==> config.mk <==
export PLATFORM = sky130hd
export DESIGN_NAME = nvref_regs
export DESIGN_NICKNAME = d
export VERILOG_FILES = /design/src/verilog/nvref_pkg.sv /design/src/verilog/nvref_regs.sv
export VERILOG_INCLUDE_DIRS = /design/src /design/src/verilog
export SDC_FILE = /design/constraint.sdc
export NUM_CORES = 1
export LEC_CHECK = 0
export ABC_AREA = 0
export BUFFER_PORTS_ARGS = -buffer_cell sky130_fd_sc_hd__clkbuf_2
export CORE_AREA = 2 2 145 161
export DETAILED_ROUTE_END_ITERATION = 8
export DIE_AREA = 0 0 147 163
export HOLD_SLACK_MARGIN = 0.06
export SLEW_MARGIN = 20
export SYNTH_ARGS = -nofsm -noshare
export SYNTH_HDL_FRONTEND = slang
export SYNTH_SLANG_ARGS = --single-unit
==> constraint.sdc <==
create_clock -name mclk -period 2.78 [get_ports mclk]
set_clock_uncertainty 0.2 [all_clocks]
set_input_delay 0.139 -clock mclk [delete_from_list [all_inputs] [get_ports mclk]]
set_output_delay 0.139 -clock mclk [all_outputs]
set_load 0.005 [all_outputs]
==> src/verilog/nvref_map.svh <==
// Functional notes
// - five byte registers at addresses 0 to 4, all held in nonvolatile storage.
// - every register can be read and written by the serial bus master.
// - two 8-bit converter codes scale the reference and the temperature term.
// - address 0 holds reference code n (bit 7 msb) feeding the reference converter.
// - address 1 holds slope code m feeding the slope converter.
// - bits 1:0 of address 2 select gain: 00 x1, 01 and 10 x2, 11 x4.
// - upper six bits of address 2 are spare storage with no function.
// - addresses 3 and 4 are spare storage bytes with no function.
// - at power-up the stored settings are recalled into the active registers.
// - a stop ending a write of data to addresses 0 to 4 starts the nonvolatile write; the bus is ignored until done.
// - only an id byte of 0101 plus the three strap levels is answered; lsb is read.
// - the read pointer starts at the given address and steps per data byte.
`ifndef NVREF_MAP_SVH
`define NVREF_MAP_SVH
`define NVREF_NUM_REGS 5
`define NVREF_ADDR_REF 3'h0
`define NVREF_ADDR_SLOPE 3'h1
`define NVREF_ADDR_GAIN 3'h2
`define NVREF_ADDR_STORE_A 3'h3
`define NVREF_ADDR_STORE_B 3'h4
`define NVREF_LAST_ADDR 8'h04
`define NVREF_ID_PREFIX 4'h5
`define NVREF_GAIN_LSB 0
`define NVREF_GAIN_MSB 1
`define NVREF_CLK_MHZ 10
`define NVREF_TWC_MS 20
`define NVREF_TWC_CYC (`NVREF_TWC_MS * 1000 * `NVREF_CLK_MHZ)
`endif

==> src/verilog/nvref_pkg.sv <==
package nvref_pkg;
    typedef enum logic [6:0] {
        NVREF_IDLE = 7'h01,
        NVREF_ID = 7'h02,
        NVREF_ADDR = 7'h04,
        NVREF_WDATA = 7'h08,
        NVREF_RDATA = 7'h10,
        NVREF_ACK = 7'h20,
        NVREF_NVWR = 7'h40
    } nvref_state_t;
    typedef enum logic [1:0] {
        NVREF_ACK_NONE = 2'h0,
        NVREF_ACK_SLAVE = 2'h1,
        NVREF_ACK_MASTER = 2'h2
    } nvref_ack_t;
endpackage

==> src/verilog/nvref_regs.sv <==
`timescale 1ns/100ps
`include "nvref_map.svh"
module nvref_regs #(
    parameter int unsigned TWC_CYCLES = `NVREF_TWC_CYC
) (
    input wire logic mclk,
    input wire logic resetn,
    input wire logic scl,
    input wire logic sda_in,
    output logic sda_out,
    output logic sda_oen,
    input wire logic strap_bit_2,
    input wire logic strap_bit_1,
    input wire logic strap_bit_0,
    output logic [7:0] reference_scale_code,
    output logic [7:0] temperature_slope_code,
    output logic [1:0] gain_select,
    output logic [2:0] gain_factor,
    output logic nv_busy
);
    ////////////////////////////////////////////////////////////////////////
    // nonvolatile array; init models the stored content recalled at power-up
    logic [7:0] nv_mem [0:`NVREF_NUM_REGS-1] = '{default: 8'h00};
    logic [7:0] act_r [0:`NVREF_NUM_REGS-1];
    logic [2:0] nvwr_addr_r;
    logic [7:0] nvwr_data_r;

    function automatic logic [2:0] gain_decode(input logic [1:0] sel);
        case (sel)
            2'h0: gain_decode = 3'h1;
            2'h3: gain_decode = 3'h4;
            default: gain_decode = 3'h2;
        endcase
    endfunction

    function automatic logic addr_ok(input logic [7:0] a);
        addr_ok = (a <= `NVREF_LAST_ADDR);
    endfunction

    ////////////////////////////////////////////////////////////////////////
    // pin synchronisers
    logic [1:0] scl_sync_r, sda_sync_r, st2_sync_r, st1_sync_r, st0_sync_r;
    logic scl_d_r, sda_d_r;
    always_ff @(posedge mclk or negedge resetn) begin
        if (!resetn) begin
            scl_sync_r <= 2'h3;
            sda_sync_r <= 2'h3;
            st2_sync_r <= 2'h0;
            st1_sync_r <= 2'h0;
            st0_sync_r <= 2'h0;
            scl_d_r <= 1'h1;
            sda_d_r <= 1'h1;
        end else begin
            scl_sync_r <= {scl_sync_r[0], scl};
            sda_sync_r <= {sda_sync_r[0], sda_in};
            st2_sync_r <= {st2_sync_r[0], strap_bit_2};
            st1_sync_r <= {st1_sync_r[0], strap_bit_1};
            st0_sync_r <= {st0_sync_r[0], strap_bit_0};
            scl_d_r <= scl_sync_r[1];
            sda_d_r <= sda_sync_r[1];
        end
    end
    logic scl_s, sda_s, scl_rise, scl_fall, start_det, stop_det;
    assign scl_s = scl_sync_r[1];
    assign sda_s = sda_sync_r[1];
    assign scl_rise = scl_s && !scl_d_r;
    assign scl_fall = !scl_s && scl_d_r;
    assign start_det = scl_s && scl_d_r && !sda_s && sda_d_r;
    assign stop_det = scl_s && scl_d_r && sda_s && !sda_d_r;

    ////////////////////////////////////////////////////////////////////////
    // protocol engine
    nvref_pkg::nvref_state_t state_r, state_nxt, ret_r, ret_nxt;
    nvref_pkg::nvref_ack_t ackk_r, ackk_nxt;
    logic [7:0] sh_r, sh_nxt, ptr_r, ptr_nxt, wdat_r, wdat_nxt;
    logic [3:0] bit_r, bit_nxt;
    logic rw_r, rw_nxt, wrdone_r, wrdone_nxt, drive_r, drive_nxt;
    logic nack_r, nack_nxt, nvgo, recall_r;
    logic [31:0] wc_r, wc_nxt;
    logic [6:0] own_id;
    assign own_id = {`NVREF_ID_PREFIX, st2_sync_r[1], st1_sync_r[1], st0_sync_r[1]};

    always_comb begin
        state_nxt = state_r;
        ret_nxt = ret_r;
        ackk_nxt = ackk_r;
        sh_nxt = sh_r;
        ptr_nxt = ptr_r;
        wdat_nxt = wdat_r;
        bit_nxt = bit_r;
        rw_nxt = rw_r;
        wrdone_nxt = wrdone_r;
        drive_nxt = drive_r;
        nack_nxt = nack_r;
        wc_nxt = wc_r;
        nvgo = 1'b0;
        if (state_r == nvref_pkg::NVREF_NVWR) begin
            drive_nxt = 1'b0;
            if (wc_r == 32'h0) begin
                state_nxt = nvref_pkg::NVREF_IDLE;
            end else begin
                wc_nxt = wc_r - 32'h1;
            end
        end else if (stop_det) begin
            drive_nxt = 1'b0;
            state_nxt = nvref_pkg::NVREF_IDLE;
            if (wrdone_r) begin
                nvgo = 1'b1;
                wc_nxt = TWC_CYCLES - 32'h1;
                state_nxt = nvref_pkg::NVREF_NVWR;
            end
            wrdone_nxt = 1'b0;
        end else if (start_det) begin
            drive_nxt = 1'b0;
            bit_nxt = 4'h0;
            wrdone_nxt = 1'b0;
            state_nxt = nvref_pkg::NVREF_ID;
        end else if (state_r != nvref_pkg::NVREF_IDLE) begin
            if (scl_rise && state_r != nvref_pkg::NVREF_ACK) begin
                sh_nxt = {sh_r[6:0], sda_s};
                bit_nxt = bit_r + 4'h1;
            end
            if (scl_rise && state_r == nvref_pkg::NVREF_ACK) begin
                nack_nxt = (ackk_r == nvref_pkg::NVREF_ACK_MASTER) && sda_s;
            end
            if (scl_fall) begin
                if (state_r == nvref_pkg::NVREF_ACK) begin
                    drive_nxt = 1'b0;
                    bit_nxt = 4'h0;
                    state_nxt = ret_r;
                    if (ret_r == nvref_pkg::NVREF_RDATA) begin
                        if (nack_r) begin
                            state_nxt = nvref_pkg::NVREF_IDLE;
                        end else begin
                            sh_nxt = act_r[ptr_r[2:0]];
                            if (!addr_ok(ptr_r)) begin
                                sh_nxt = 8'hff;
                            end
                            drive_nxt = !sh_nxt[7];
                        end
                    end
                end else if (bit_r == 4'h8) begin
                    state_nxt = nvref_pkg::NVREF_ACK;
                    ackk_nxt = nvref_pkg::NVREF_ACK_SLAVE;
                    drive_nxt = 1'b1;
                    case (state_r)
                        nvref_pkg::NVREF_ID: begin
                            rw_nxt = sh_r[0];
                            if (sh_r[7:1] != own_id) begin
                                drive_nxt = 1'b0;
                                state_nxt = nvref_pkg::NVREF_IDLE;
                            end else if (sh_r[0]) begin
                                ret_nxt = nvref_pkg::NVREF_RDATA;
                                nack_nxt = 1'b0;
                            end else begin
                                ret_nxt = nvref_pkg::NVREF_ADDR;
                            end
                        end
                        nvref_pkg::NVREF_ADDR: begin
                            ptr_nxt = sh_r;
                            ret_nxt = nvref_pkg::NVREF_WDATA;
                        end
                        nvref_pkg::NVREF_WDATA: begin
                            wdat_nxt = sh_r;
                            wrdone_nxt = addr_ok(ptr_r);
                            ret_nxt = nvref_pkg::NVREF_WDATA;
                        end
                        default: begin
                            drive_nxt = 1'b0;
                            ackk_nxt = nvref_pkg::NVREF_ACK_MASTER;
                            ptr_nxt = ptr_r + 8'h1;
                        end
                    endcase
                end else if (state_r == nvref_pkg::NVREF_RDATA) begin
                    drive_nxt = !sh_r[7];
                end
            end
        end
    end

    always_ff @(posedge mclk or negedge resetn) begin
        if (!resetn) begin
            state_r <= nvref_pkg::NVREF_IDLE;
            ret_r <= nvref_pkg::NVREF_IDLE;
            ackk_r <= nvref_pkg::NVREF_ACK_NONE;
            sh_r <= 8'h00;
            ptr_r <= 8'h00;
            wdat_r <= 8'h00;
            bit_r <= 4'h0;
            rw_r <= 1'b0;
            wrdone_r <= 1'b0;
            drive_r <= 1'b0;
            nack_r <= 1'b0;
            wc_r <= 32'h0;
        end else begin
            state_r <= state_nxt;
            ret_r <= ret_nxt;
            ackk_r <= ackk_nxt;
            sh_r <= sh_nxt;
            ptr_r <= ptr_nxt;
            wdat_r <= wdat_nxt;
            bit_r <= bit_nxt;
            rw_r <= rw_nxt;
            wrdone_r <= wrdone_nxt;
            drive_r <= drive_nxt;
            nack_r <= nack_nxt;
            wc_r <= wc_nxt;
        end
    end

    ////////////////////////////////////////////////////////////////////////
    // storage: nonvolatile cells commit on stop, active copy recalled on the first clock after reset
    always_ff @(posedge mclk) begin
        if (nvgo) begin
            nv_mem[ptr_r[2:0]] <= wdat_r;
        end
    end
    always_ff @(posedge mclk or negedge resetn) begin
        if (!resetn) begin
            recall_r <= 1'b1;
            nvwr_addr_r <= 3'h0;
            nvwr_data_r <= 8'h00;
            for (int i = 0; i < `NVREF_NUM_REGS; i++) begin
                act_r[i] <= 8'h00;
            end
        end else begin
            recall_r <= 1'b0;
            if (recall_r) begin
                for (int i = 0; i < `NVREF_NUM_REGS; i++) begin
                    act_r[i] <= nv_mem[i];
                end
            end else if (nvgo) begin
                nvwr_addr_r <= ptr_r[2:0];
                nvwr_data_r <= wdat_r;
                act_r[ptr_r[2:0]] <= wdat_r;
            end
        end
    end

    ////////////////////////////////////////////////////////////////////////
    // outputs; spare bits of address 2 and addresses 3, 4 drive nothing
    always_ff @(posedge mclk or negedge resetn) begin
        if (!resetn) begin
            reference_scale_code <= 8'h00;
            temperature_slope_code <= 8'h00;
            gain_select <= 2'h0;
            gain_factor <= 3'h1;
            nv_busy <= 1'b0;
            sda_out <= 1'b0;
            sda_oen <= 1'b1;
        end else begin
            reference_scale_code <= act_r[`NVREF_ADDR_REF];
            temperature_slope_code <= act_r[`NVREF_ADDR_SLOPE];
            gain_select <= act_r[`NVREF_ADDR_GAIN][`NVREF_GAIN_MSB:`NVREF_GAIN_LSB];
            gain_factor <= gain_decode(act_r[`NVREF_ADDR_GAIN][1:0]);
            nv_busy <= (state_nxt == nvref_pkg::NVREF_NVWR);
            sda_out <= 1'b0;
            sda_oen <= !drive_nxt;
        end
    end

    ////////////////////////////////////////////////////////////////////////
    property p_gain_map;
        @(posedge mclk) disable iff (!resetn)
        (act_r[2][1:0] == 2'h3) |=> (gain_factor == 3'h4);
    endproperty
    a_gain_map: assert property (p_gain_map) else $error("gain 11 not x4");
    property p_gain_mid;
        @(posedge mclk) disable iff (!resetn)
        (act_r[2][1] ^ act_r[2][0]) |=> (gain_factor == 3'h2);
    endproperty
    a_gain_mid: assert property (p_gain_mid) else $error("gain 01/10 not x2");
    property p_nv_quiet;
        @(posedge mclk) disable iff (!resetn)
        (state_r == nvref_pkg::NVREF_NVWR) |=> sda_oen;
    endproperty
    a_nv_quiet: assert property (p_nv_quiet) else $error("sda driven during nv write");
    property p_stop_commit;
        @(posedge mclk) disable iff (!resetn)
        nvgo |=> (state_r == nvref_pkg::NVREF_NVWR) ##1 (act_r[nvwr_addr_r] == nvwr_data_r);
    endproperty
    a_stop_commit: assert property (p_stop_commit) else $error("write not committed");
    property p_range;
        @(posedge mclk) disable iff (!resetn)
        nvgo |-> (ptr_r <= `NVREF_LAST_ADDR);
    endproperty
    a_range: assert property (p_range) else $error("write above last register");
    property p_ref_out;
        @(posedge mclk) disable iff (!resetn)
        ##1 1'b1 |-> (reference_scale_code == $past(act_r[0]));
    endproperty
    a_ref_out: assert property (p_ref_out) else $error("reference code stale");
    property p_id_match;
        @(posedge mclk) disable iff (!resetn)
        (state_r == nvref_pkg::NVREF_ID && state_nxt == nvref_pkg::NVREF_ACK)
            |-> (sh_r[7:1] == own_id);
    endproperty
    a_id_match: assert property (p_id_match) else $error("acked foreign id");
    property p_ptr_step;
        @(posedge mclk) disable iff (!resetn)
        (state_r == nvref_pkg::NVREF_RDATA && scl_fall && bit_r == 4'h8)
            |=> (ptr_r == $past(ptr_r) + 8'h1);
    endproperty
    a_ptr_step: assert property (p_ptr_step) else $error("read pointer not stepped");
    property p_rd_dir;
        @(posedge mclk) disable iff (!resetn)
        (state_r == nvref_pkg::NVREF_RDATA) |-> rw_r;
    endproperty
    a_rd_dir: assert property (p_rd_dir) else $error("data sent on a write frame");
endmodule

# After elaboration in Yosys (flattened, before gate mapping)
# Memories as Yosys holds them, arrays and structs flattened.
# Index checks and enable logic that the tools add are counted.
word_totals:
  ramBits: 40
  inputBits: 7
  reg_bits: 155
  output_inout_bits: 24
  n_memories: 1
memory_table:
  columns: ["name", "depth", "word_bits", "rd", "rd_ports_with_merged_regs", "write_ports", "line_no", "rtl"]
  rows:
  - ["nv_mem", 5, 8, 5, 0, 1, "nvref_regs.sv:23", "logic [7:0] nv_mem [0:`NVREF_NUM_REGS-1] = '{default: 8'h00};"]
op_classes:
  n_eq_ne: 17
  mux: 81
  n_addsub: 3
  reduce_logical: 40
  bitwise: 6
  magnitude_cmp: 3
ops:
  columns: ["op", "n"]
  rows:
  - ["$mux 8", 17]
  - ["$mux 32", 4]
  - ["$mux 7", 12]
  - ["$mux 40", 2]
  - ["$bwmux 40", 1]
  - ["$logic_not 32->1", 1]
  - ["$sub 32x1->32 const B", 1]
  - ["$mux 1", 30]
  - ["$bmux 8 s3", 1]
  - ["$demux 8 s3", 1]
  - ["$mux 4", 5]
  - ["$pmux 8 s2", 1]
  - ["$reduce_and 8->1", 2]
  - ["$eq 7x5->1 const B", 2]
  - ["$eq 7x7->1 const B", 2]
  - ["$pmux 7 s2", 1]
  - ["$mux 6", 2]
  - ["$reduce_bool 3->1", 4]
  - ["$logic_and 1x1->1", 11]
  - ["$reduce_bool 2->1", 5]
  - ["$reduce_and 9->1", 1]
  - ["$add 8x1->8 const B", 1]
  - ["$le 8x3->1 const B", 1]
  - ["$eq 7x2->1 const B", 1]
  - ["27 further kinds", 41]

# Longest topological paths before layout
# Gate-level depths: netlist (run 1).
logic_depth:
  word_depth: 23
  mapped_depth: 10
  mapped_depth_nobuf: 8

# Worst setup path after synthesis (run 1)
# OpenSTA, ideal clock, no wires.
synth_timing:
  kind: "reg2reg"
  start: "register wc_r[0]"
  end: "register wc_r[13]"
  path_slack_ns: -0.004
  path_stages_with_launch: 11
  synth_period_minus_slack_ns: 2.784
  n_path_buf: 3
  arrival_ns: 2.508
  cell_sequence: "dfrtp_1 > inv_1 > ha_1 > or4b_1 > clkbuf_1 > or3b_2 > o31ai_4 > buf_6 > buf_12 > o31ai_2 > a21oi_2"
synth_via:
  elab_chain_len: 3
synth_lines:
  columns: ["element", "line_no", "rtl"]
  rows:
  - ["from (decl)", "nvref_regs.sv:79", "logic [31:0] wc_r, wc_nxt;"]
  - ["from (signal assigned)", "nvref_regs.sv:207", "wc_r <= wc_nxt;"]
  - ["$sub 32x1->32 or $logic_not 32->1 (tied branches)", "nvref_regs.sv:102, nvref_regs.sv:99", null]
  - ["$mux 32 or $ne 2x2->1 (tied branches)", null, null]
  - ["$mux 32 or $reduce_and 3->1 (tied branches)", null, null]
# Parallel ways exist; a longest one is shown, timed or not. The select of a mux whose other input is x is not followed.
# A chain may end at the register's enable or synchronous reset.

# Worst setup path after layout (run 1)
layout_timing:
  start: "register wc_r[9]"
  end: "register wc_r[15]"
# Same word-level chain as after synthesis.

==> impl_metrics.tcl, run 1 <==
set metrics [dict create \
    p_int_w 0.00471 \
    via_count 6245 \
    clk_latency_ns 0.44 \
    slowest_stage "or4_1" \
    synth_edf_count 40 \
    hp-start "sda_in" \
    routed_wl_um 19600 \
    dr.pass1.iters 6 \
    crit_path_start "wc_r[9]$_DFFE_PN0P_" \
    grt_usage_pct 17.2 \
    status "finished, final reports clean" \
    core_area_sq_um 22500 \
    drc_errors 0 \
    max_stage_delay_ns 0.54 \
    peakVddDrop_mv 0.370 \
    end_kind "flop" \
    via_per_inst 5.42 \
    crit_type "reg2reg" \
    portBuffers 29 \
    cpMostUsedCell "or4_1" \
    clockPowerShare_pct 41.5 \
    synthCells 776 \
    comb_power_share_pct 8.5 \
    rr_startpoint "wc_r[9]$_DFFE_PN0P_" \
    path_clk_slew_ns 0.08 \
    grt-ovfl-total 0 \
    nFillCells 2071 \
    synthToLayoutAreaGrowth_pct 17.7 \
    fin_crit_sh_pct 95.7 \
    worst_pin_slew_ns 0.896 \
    drtAntennaViolNets 0 \
    nets 853 \
    clkSinkCount 192 \
    cp_num_buf_inv 1 \
    ys_ff_latch 192 \
    drt_iter0_markers 443 \
    min_period_ns 2.66 \
    ys_warn_count 0 \
    critPathTopFamily "simple AND/OR/NAND/NOR gates" \
    fin_cells 1152 \
    yosys_most_used_dff "dfrtp_1" \
    htreeDepth 4 \
    numCtsBuffers 17 \
    antenna_found_initial 0 \
    seqPwrFrac_pct 50.0 \
    p_sw_w 0.00170 \
    switching_share_pct 26.6 \
    synth_area_sq_um 8800 \
    wl_per_cell_um 17.0 \
    rows 58 \
    cap_violations 0 \
    hold_viol 0 \
    first_global_vias 6083 \
    placedCellCount 1114 \
    critPathMaxFanout 15 \
    die_area_sq_um 24000 \
    leakage_nw 4.26 \
    yosysTopAreaCellShare_pct 40.1 \
    setup_tns_ns 0 \
    avgSynthCellArea_sq_um 11.3 \
    synthArstFlopShare_pct 79.2 \
    synthTopCellsByArea "dfrtp_1 (40%), edfxtp_1 (14%), mux2i_1 (6.9%)" \
    required_ns 2.95 \
    cp_cell_sequence "or4_1 -> or2_1 -> or4_1 -> buf_6 -> or4_1 -> a21oi_2" \
    synth.largest_area_cell "dfrtp_1" \
    cp.arrival_ns 2.83 \
    die_x_um 147 \
    cts-root-buf "clkbuf_16" \
    rsz0062_at_grt "no" \
    hold_path.class "in2reg" \
    finalSetupViolCount 0 \
    critPathLaunchType "flop" \
    start_util_pct 39.1 \
    diodes 0 \
    max_freq_ghz 0.376 \
    routabilityCongestion 0.795 \
    die_y_um 163 \
    slew_headroom_pct 40.3 \
    grt_max_degree 153 \
    clk_path_buf_depth 2 \
    tritoncts "built" \
    ys_types 74 \
    yosysSeqAreaShare_pct 57.0 \
    drv_slew 0 \
    drive_above_1_share_pct 20.2 \
    place_hpwl_um 12800 \
    power.density_nw_per_um2 619 \
    grt_pass1_wl_um 32500 \
    ios 31 \
]
[final timing paths]
check,to,slack [ns],cells after the start
max in group asynchronous,state_r[2]$_DFF_PN0_,1.51,3
hold / removal,sda_sync_r[0]$_DFF_PN1_,0.13,2
setup / recovery,wc_r[15]$_DFFE_PN0P_,0.12,6
min in group asynchronous,wc_r[22]$_DFFE_PN0P_,0.17,3
hold reg to reg,st0_sync_r[1]$_DFF_PN0_,0.15,0
setup reg to reg,wc_r[15]$_DFFE_PN0P_,0.12,6
[area by class of cell]
| type | instances | area (sq um) | share of cell area (%) |
|---|---|---|---|
| multi-input combinational | 524 | 3550 | 34.3 |
| timing repair buffer | 90 | 716 | 6.91 |
| sequential | 192 | 5020 | 48.4 |
| tap | 300 | 375 | 3.62 |
| clock buffer | 18 | 439 | 4.24 |
| clock inverter | 14 | 209 | 2.02 |
| inverter | 14 | 52.6 | 0.507 |
[flip-flops by register name, summed over array words and instances, names as in the netlist, 3 cells and up]
register and cells:
act_r 40, bit_r 4, gain_factor 3, nv_mem 40
ptr_r 8, reference_scale_code 8, ret_r 4, sh_r 8
state_r 7, temperature_slope_code 8, wc_r 32, wdat_r 8
[what timing repair did]
| action | in CTS | in global routing |
|---|---|---|
| hold endpoints to repair | 146 | 0 |
| resized for setup | 0 | 4 |
| setup endpoints to repair | 0 | 7 |
| buffers inserted | 0 | 0 |
| hold buffers | 6 | 0 |
[power by group through the flow]
stage               clock network, W  logic (W)  registers, W
finish                       0.00266   0.000547       0.00320
global route                 0.00284   0.000624       0.00323
CTS                          0.00272   0.000556       0.00321
detailed placement                 0   0.000547       0.00326
global placement                   0   0.000539       0.00326
floorplan                          0   0.000362       0.00319
[cell usage in the layout, fill, tap and decap left out, types with 5 or more instances in the layout]
cell	synthesis	routed
o2bb2ai_1	9	9
edfxtp_1	40	40
nor2_1	22	22
or3_1	16	16
nand4_1	7	7
mux2_2	14	14
inv_1	13	13
clkbuf_2	0	28
nand2b_1	11	11
dfrtp_1	141	141
buf_12	1	7
xnor2_1	6	6
dlygate4sd3_1	0	6
inv_8	0	6
nor4_1	14	11
a2bb2oi_1	6	6
clkbuf_16	0	17
nand2_1	69	69
nor2b_1	8	8
o21ai_0	85	85
nand3b_1	9	9
o211ai_1	5	5
nor3_1	9	9
buf_4	1	47
ha_1	7	7
and3_1	6	6
mux2i_1	61	61
a21oi_1	35	35
dfstp_2	11	11
or4_1	19	18
o31ai_1	9	9
nand3_1	15	15
[synth_stat cells (3+ instances only)]
master	count
dfrtp_1	141
nand2b_1	11
ha_1	7
o31ai_1	9
nand3b_1	9
nand4_1	7
a31oi_1	4
dfstp_2	11
nor3b_1	4
o21ai_0	85
or3_1	16
nor2_1	22
a21oi_1	35
a22o_1	3
nand3_1	15
clkbuf_1	31
a2bb2oi_1	6
nor4b_1	3
buf_6	3
a21oi_2	4
xor2_1	4
buf_2	8
and3_1	6
o22a_1	4
nor4_1	14
or4_1	19
o41ai_1	3
o211ai_1	5
nor3_1	9
nand2_1	69
o2bb2ai_1	9
or2_2	3
nor2b_1	8
o32ai_1	3
a21o_1	3
inv_1	13
mux2_2	14
buf_1	3
edfxtp_1	40
xnor2_1	6
or3b_2	4
mux2i_1	61
[routing by layer]
metal	global-route usage (%)	part of all wire, %	up-vias
met1	23.2	46	3104
met5	0	0	-
met2	28.2	49	124
li1	-	-	2998
met3	3.22	3.4	19
met4	5.33	1.5	0
[logic make-up (layout without fill, tap and decap cells)]
logic type / count (synthesis) / count (layout) / synth area share, %
other: 1 / 2 / 0.0426
XOR/XNOR: 10 / 10 / 0.995
AND/OR/NAND/NOR: 232 / 232 / 14.6
adder cells (fa/ha/maj): 7 / 7 / 0.995
multiplexers: 75 / 75 / 8.73
buffers and inverters: 61 / 136 / 3.20
AO/OA/AOI/OAI: 198 / 198 / 14.4
flip-flops: 192 / 192 / 57.0
[per-stage QoR]
step | setup slack (ns) | cell area (sq um) | hold WS (ns) | total power [W] | util, %
global route | 0.00567 | 10400 | 0.127 | 0.00669 | 46.0
detailed placement | 0.0956 | 9630 | 0.0291 | 0.00381 | 42.8
CTS | 0.0866 | 10300 | 0.117 | 0.00649 | 46.0
finish | 0.119 | 10400 | 0.128 | 0.00641 | 46.0
global placement | 0.130 | 9630 | 0.0298 | 0.00380 | 42.8
floorplan | 0.0232 | 8820 | -0.357 | 0.00355 | -
Power figures use the tool's default switching activity.
==> inputs of run 2 (changes only) <==
--- a/config.mk
+++ b/config.mk
@@ -9,6 +9,7 @@
 export ABC_AREA = 0
 export BUFFER_PORTS_ARGS = -buffer_cell sky130_fd_sc_hd__clkbuf_2
 export CORE_AREA = 2 2 145 161
+export CTS_BUF_LIST = sky130_fd_sc_hd__clkbuf_16
 export DETAILED_ROUTE_END_ITERATION = 8
 export DIE_AREA = 0 0 147 163
 export HOLD_SLACK_MARGIN = 0.06
==> impl_metrics.tcl, run 2 (synthesized netlist as in run 1, its figures left out) <==
set metrics [dict create \
    nFillCells 2074 \
    min_period_ns 2.66 \
    rsz0062_at_grt "no" \
    routed_wl_um 19600 \
    end_kind "flop" \
    seqPwrFrac_pct 50.1 \
    p_sw_w 0.00172 \
    slew_headroom_pct 42.6 \
    wl_per_cell_um 17.0 \
    final_cell_mix "dfrtp_1 (141), o21ai_0 (85), nand2_1 (69)" \
    grt-ovfl-total 0 \
    diodes 0 \
    critPathMaxFanout 9 \
    nets 853 \
    die_x_um 147 \
    core_area_sq_um 22500 \
    grt_pass1_wl_um 32500 \
    leakage_nw 4.25 \
    first_global_vias 6072 \
    clk_path_buf_depth 2 \
    comb_power_share_pct 8.6 \
    path_clk_slew_ns 0.08 \
    max_freq_ghz 0.375 \
    place_area_sq_um 9630 \
    cp.arrival_ns 2.80 \
    required_ns 2.91 \
    busiest_layer "met2" \
    power.density_nw_per_um2 618 \
    clockPowerShare_pct 41.3 \
    drive_above_1_share_pct 20.1 \
    met3_usage_pct 3.25 \
    switching_share_pct 26.8 \
    worst_pin_slew_ns 0.861 \
    die_y_um 163 \
    antenna_found_initial 0 \
    start_util_pct 39.1 \
    cts-root-buf "clkbuf_16" \
    drc_errors 0 \
    drtAntennaViolNets 0 \
    numCtsBuffers 17 \
    peakVddDrop_mv 0.373 \
    grt_util_met1_pct 23.3 \
    finalSetupViolCount 0 \
    hold_viol 0 \
    drt_iter0_markers 389 \
    drv_slew 0 \
    setup_tns_ns 0 \
    die_area_sq_um 24000 \
    p_int_w 0.00468 \
    met2_usage_pct 28.0 \
    clkSinkCount 192 \
    grt_usage_pct 17.2 \
    grt_max_degree 153 \
    rows 58 \
    place_hpwl_um 12800 \
    layout_commonest_cell "dfrtp_1" \
    fin_area_sq_um 10300 \
    critPathLaunchType "flop" \
    synthToLayoutAreaGrowth_pct 17.6 \
    status "finished, final reports clean" \
    routabilityCongestion 0.795 \
    tritoncts "built" \
    portBuffers 29 \
    hold_path.class "in2reg" \
    ios 31 \
    via_per_inst 5.42 \
    dr.pass1.iters 5 \
    htreeDepth 4 \
    crit_type "reg2reg" \
    via_count 6246 \
    clk_latency_ns 0.45 \
    fin_crit_sh_pct 95.8 \
    cap_violations 0 \
]
run 2: changes by cell type in the layout (fill, tap and decap cells not counted):
| cell | change |
|---|---|
| clkinv_1 | +1 |
| clkbuf_8 | -1 |
run 2: cell type report:
| cell class | count | area (sq um) | share of cell area, % |
|---|---|---|---|
| Timing Repair Buffer | 90 | 716 | 6.92 |
| Tap cell | 300 | 375 | 3.63 |
| Clock buffer | 17 | 425 | 4.11 |
| Clock inverter | 15 | 213 | 2.06 |
| Multi-Input combinational cell | 524 | 3550 | 34.3 |
| Inverter | 14 | 52.6 | 0.508 |
| Sequential cell | 192 | 5020 | 48.5 |
run 2: through the flow:
| step | setup slack [ns] | utilization (%) | cells | power (W) | hold slack (ns) |
|---|---|---|---|---|---|
| 2_1_floorplan | 0.0232 | - | 777 | 0.00355 | -0.357 |
| 3_3_place_gp | 0.130 | 42.8 | 1114 | 0.00380 | 0.0298 |
| 3_5_place_dp | 0.0956 | 42.8 | 1114 | 0.00381 | 0.0291 |
| 4_1_cts | 0.0866 | 45.9 | 1152 | 0.00646 | 0.117 |
| 5_1_grt | 0.00567 | 46.0 | 1152 | 0.00667 | 0.127 |
| 6_report | 0.116 | 46.0 | 1152 | 0.00640 | 0.125 |
run 2: worst max-delay path, stage by stage (launching register included):
cell and delay [ns]:
dfrtp_1 0.40, or4_1 0.61, or4_4 0.57, o31ai_4 0.32, buf_4 0.23, nor4_1 0.06, o21a_1 0.16
run 2: per-layer routing:
metal	share of wire (%)	wire length (um)
met5	0	0
met4	2.0	384
met3	3.3	653
met2	49	9540
met1	46	9050
run 2: power groups by stage:
stage | clock [W] | combinational [W] | sequential, W
2_1_floorplan | 0 | 0.000362 | 0.00319
3_3_place_gp | 0 | 0.000539 | 0.00326
3_5_place_dp | 0 | 0.000547 | 0.00326
4_1_cts | 0.00270 | 0.000556 | 0.00321
5_1_grt | 0.00282 | 0.000624 | 0.00323
6_report | 0.00265 | 0.000548 | 0.00321
run 2: repair_timing:
action,CTS,global route
resized for setup,0,4
endpoints found under the setup margin,0,7
setup buffers,0,0
hold buffers,6,0
endpoints found under the hold margin,146,0
run 2: worst paths after layout:
path | startpoint | to | slack [ns] | cells past startpoint
max in group asynchronous | resetn | state_r[2]$_DFF_PN0_ | 1.55 | 3
hold reg to reg | st0_sync_r[0]$_DFF_PN0_ | st0_sync_r[1]$_DFF_PN0_ | 0.15 | 0
setup / recovery | wc_r[26]$_DFFE_PN0P_ | wc_r[19]$_DFFE_PN0P_ | 0.12 | 6
setup reg to reg | wc_r[26]$_DFFE_PN0P_ | wc_r[19]$_DFFE_PN0P_ | 0.12 | 6
min in group asynchronous | resetn | wc_r[22]$_DFFE_PN0P_ | 0.19 | 3
hold / removal | sda_in | sda_sync_r[0]$_DFF_PN1_ | 0.12 | 2
==> inputs of run 3 (changes only) <==
--- a/config.mk
+++ b/config.mk
@@ -13,6 +13,7 @@
 export DETAILED_ROUTE_END_ITERATION = 8
 export DIE_AREA = 0 0 147 163
 export HOLD_SLACK_MARGIN = 0.06
+export MAX_ROUTING_LAYER = met4
 export SLEW_MARGIN = 20
 export SYNTH_ARGS = -nofsm -noshare
 export SYNTH_HDL_FRONTEND = slang
==> impl_metrics.tcl, run 3 (synthesized netlist as in run 1, its figures left out) <==
set metrics [dict create \
    setup_tns_ns 0 \
    slowest_stage "or4_1" \
    diodes 0 \
    cp_num_buf_inv 1 \
    regToRegSetupSlack_ns 0.12 \
    peakVddDrop_mv 0.372 \
    drt_iter0_markers 392 \
    htreeDepth 4 \
    hold_path.class "in2reg" \
    via_per_inst 5.43 \
    cp.arrival_ns 2.80 \
    reg2reg_depth 6 \
    crit_end "wc_r[19]$_DFFE_PN0P_" \
    final_cell_mix "dfrtp_1 (141), o21ai_0 (85), nand2_1 (69)" \
    min_period_ns 2.66 \
    nets 853 \
    drc_errors 0 \
    drv_slew 0 \
    start_util_pct 39.1 \
    clk_path_buf_depth 2 \
    cp_cell_sequence "or4_1 -> or4_4 -> o31ai_4 -> buf_4 -> nor4_1 -> o21a_1" \
    min_path_cells 2 \
    path_depth 6 \
    leakage_nw 4.25 \
    worst_pin_slew_ns 0.848 \
    portBuffers 29 \
    reg2reg_to "wc_r[19]$_DFFE_PN0P_" \
    crit_path_start "wc_r[26]$_DFFE_PN0P_" \
    slew_headroom_pct 43.4 \
    rr_startpoint "wc_r[26]$_DFFE_PN0P_" \
    grt_max_degree 153 \
    wl_per_cell_um 17.0 \
    status "finished, final reports clean" \
    routed_wl_um 19600 \
    path_clk_slew_ns 0.08 \
    core_area_sq_um 22500 \
    dr.pass1.iters 6 \
    end_kind "flop" \
    tritoncts "built" \
    required_ns 2.91 \
    critPathLaunchType "flop" \
    die_x_um 147 \
    synthToLayoutAreaGrowth_pct 17.6 \
    rsz0062_at_grt "no" \
    grt-ovfl-total 0 \
    die_area_sq_um 24000 \
    via_count 6254 \
    cap_violations 0 \
    critPathMaxFanout 9 \
    routabilityCongestion 0.810 \
    hold_viol 0 \
    grt_usage_pct 17.7 \
    fin_cells 1152 \
    fin_crit_sh_pct 95.8 \
    power.density_nw_per_um2 618 \
    drtAntennaViolNets 0 \
    critPathTopFamily "simple AND/OR/NAND/NOR gates" \
    rows 58 \
    finalSetupViolCount 0 \
    drive_above_1_share_pct 20.1 \
    max_stage_delay_ns 0.61 \
    clkSinkCount 192 \
    antenna_found_initial 0 \
    cts-root-buf "clkbuf_16" \
    place_hpwl_um 12800 \
    layout_commonest_cell "dfrtp_1" \
    first_global_vias 6084 \
    die_y_um 163 \
    clk_latency_ns 0.45 \
    numCtsBuffers 17 \
    ios 31 \
    max_freq_ghz 0.375 \
    grt_pass1_wl_um 32600 \
    crit_type "reg2reg" \
    cts_setup_buffers 0 \
    placedCellCount 1114 \
]
run 3: layer usage:
layer / share of wire [%] / global-route usage, %
met1: 46 / 23.2
met2: 49 / 28.0
met3: 3.1 / 3.25
met4: 1.7 / 5.68
met5: 0 / -
run 3: repair_timing:
action,in CTS,in global routing
setup endpoints to repair,0,7
resized for setup,0,4
hold buffers,6,0
hold endpoints to repair,146,0
run 3: worst min-delay path by stage:
| stage | to | slack (ns) | from |
|---|---|---|---|
| finish | sda_sync_r[0]$_DFF_PN1_ | 0.13 | sda_in |
| global placement | sda_sync_r[0]$_DFF_PN1_ | 0.03 | sda_in |
| detailed placement | sda_sync_r[0]$_DFF_PN1_ | 0.03 | sda_in |
| CTS | sda_sync_r[0]$_DFF_PN1_ | 0.12 | sda_in |
| global route | st2_sync_r[0]$_DFF_PN0_ | 0.13 | strap_bit_2 |
| floorplan | ackk_r[0]$_DFFE_PN0P_ | -0.36 | resetn |
run 3: worst reg2reg max path: stages (launching register included):
cell	delay, ns
dfrtp_1	0.40
or4_1	0.61
or4_4	0.57
o31ai_4	0.32
buf_4	0.23
nor4_1	0.06
o21a_1	0.16
run 3: cell type report:
class	instances	area, sq um
repair buffers	90	716
fillers	2074	12100
well taps	300	375
clock buffers	17	425
clock inverters	15	213
multi-input cells	524	3550
flip-flops and latches	192	5020
inverters	14	52.6
run 3: power breakdown:
| part | switching (W) | total [W] | internal, W |
|---|---|---|---|
| clock network | 0.00124 | 0.00264 | 0.00140 |
| logic | 0.000292 | 0.000549 | 0.000257 |
| registers | 0.000180 | 0.00321 | 0.00303 |
run 3: stage by stage:
stage / utilization, % / hold WS [ns] / total power (W) / setup slack [ns] / cell area (sq um)
after detailed placement: 42.8 / 0.0291 / 0.00381 / 0.0956 / 9630
after floorplan: - / -0.357 / 0.00355 / 0.0232 / 8820
after global placement: 42.8 / 0.0298 / 0.00380 / 0.130 / 9630
final: 46.0 / 0.126 / 0.00640 / 0.116 / 10300
after global routing: 46.0 / 0.127 / 0.00667 / 0.00575 / 10300
after CTS: 45.9 / 0.117 / 0.00646 / 0.0866 / 10300
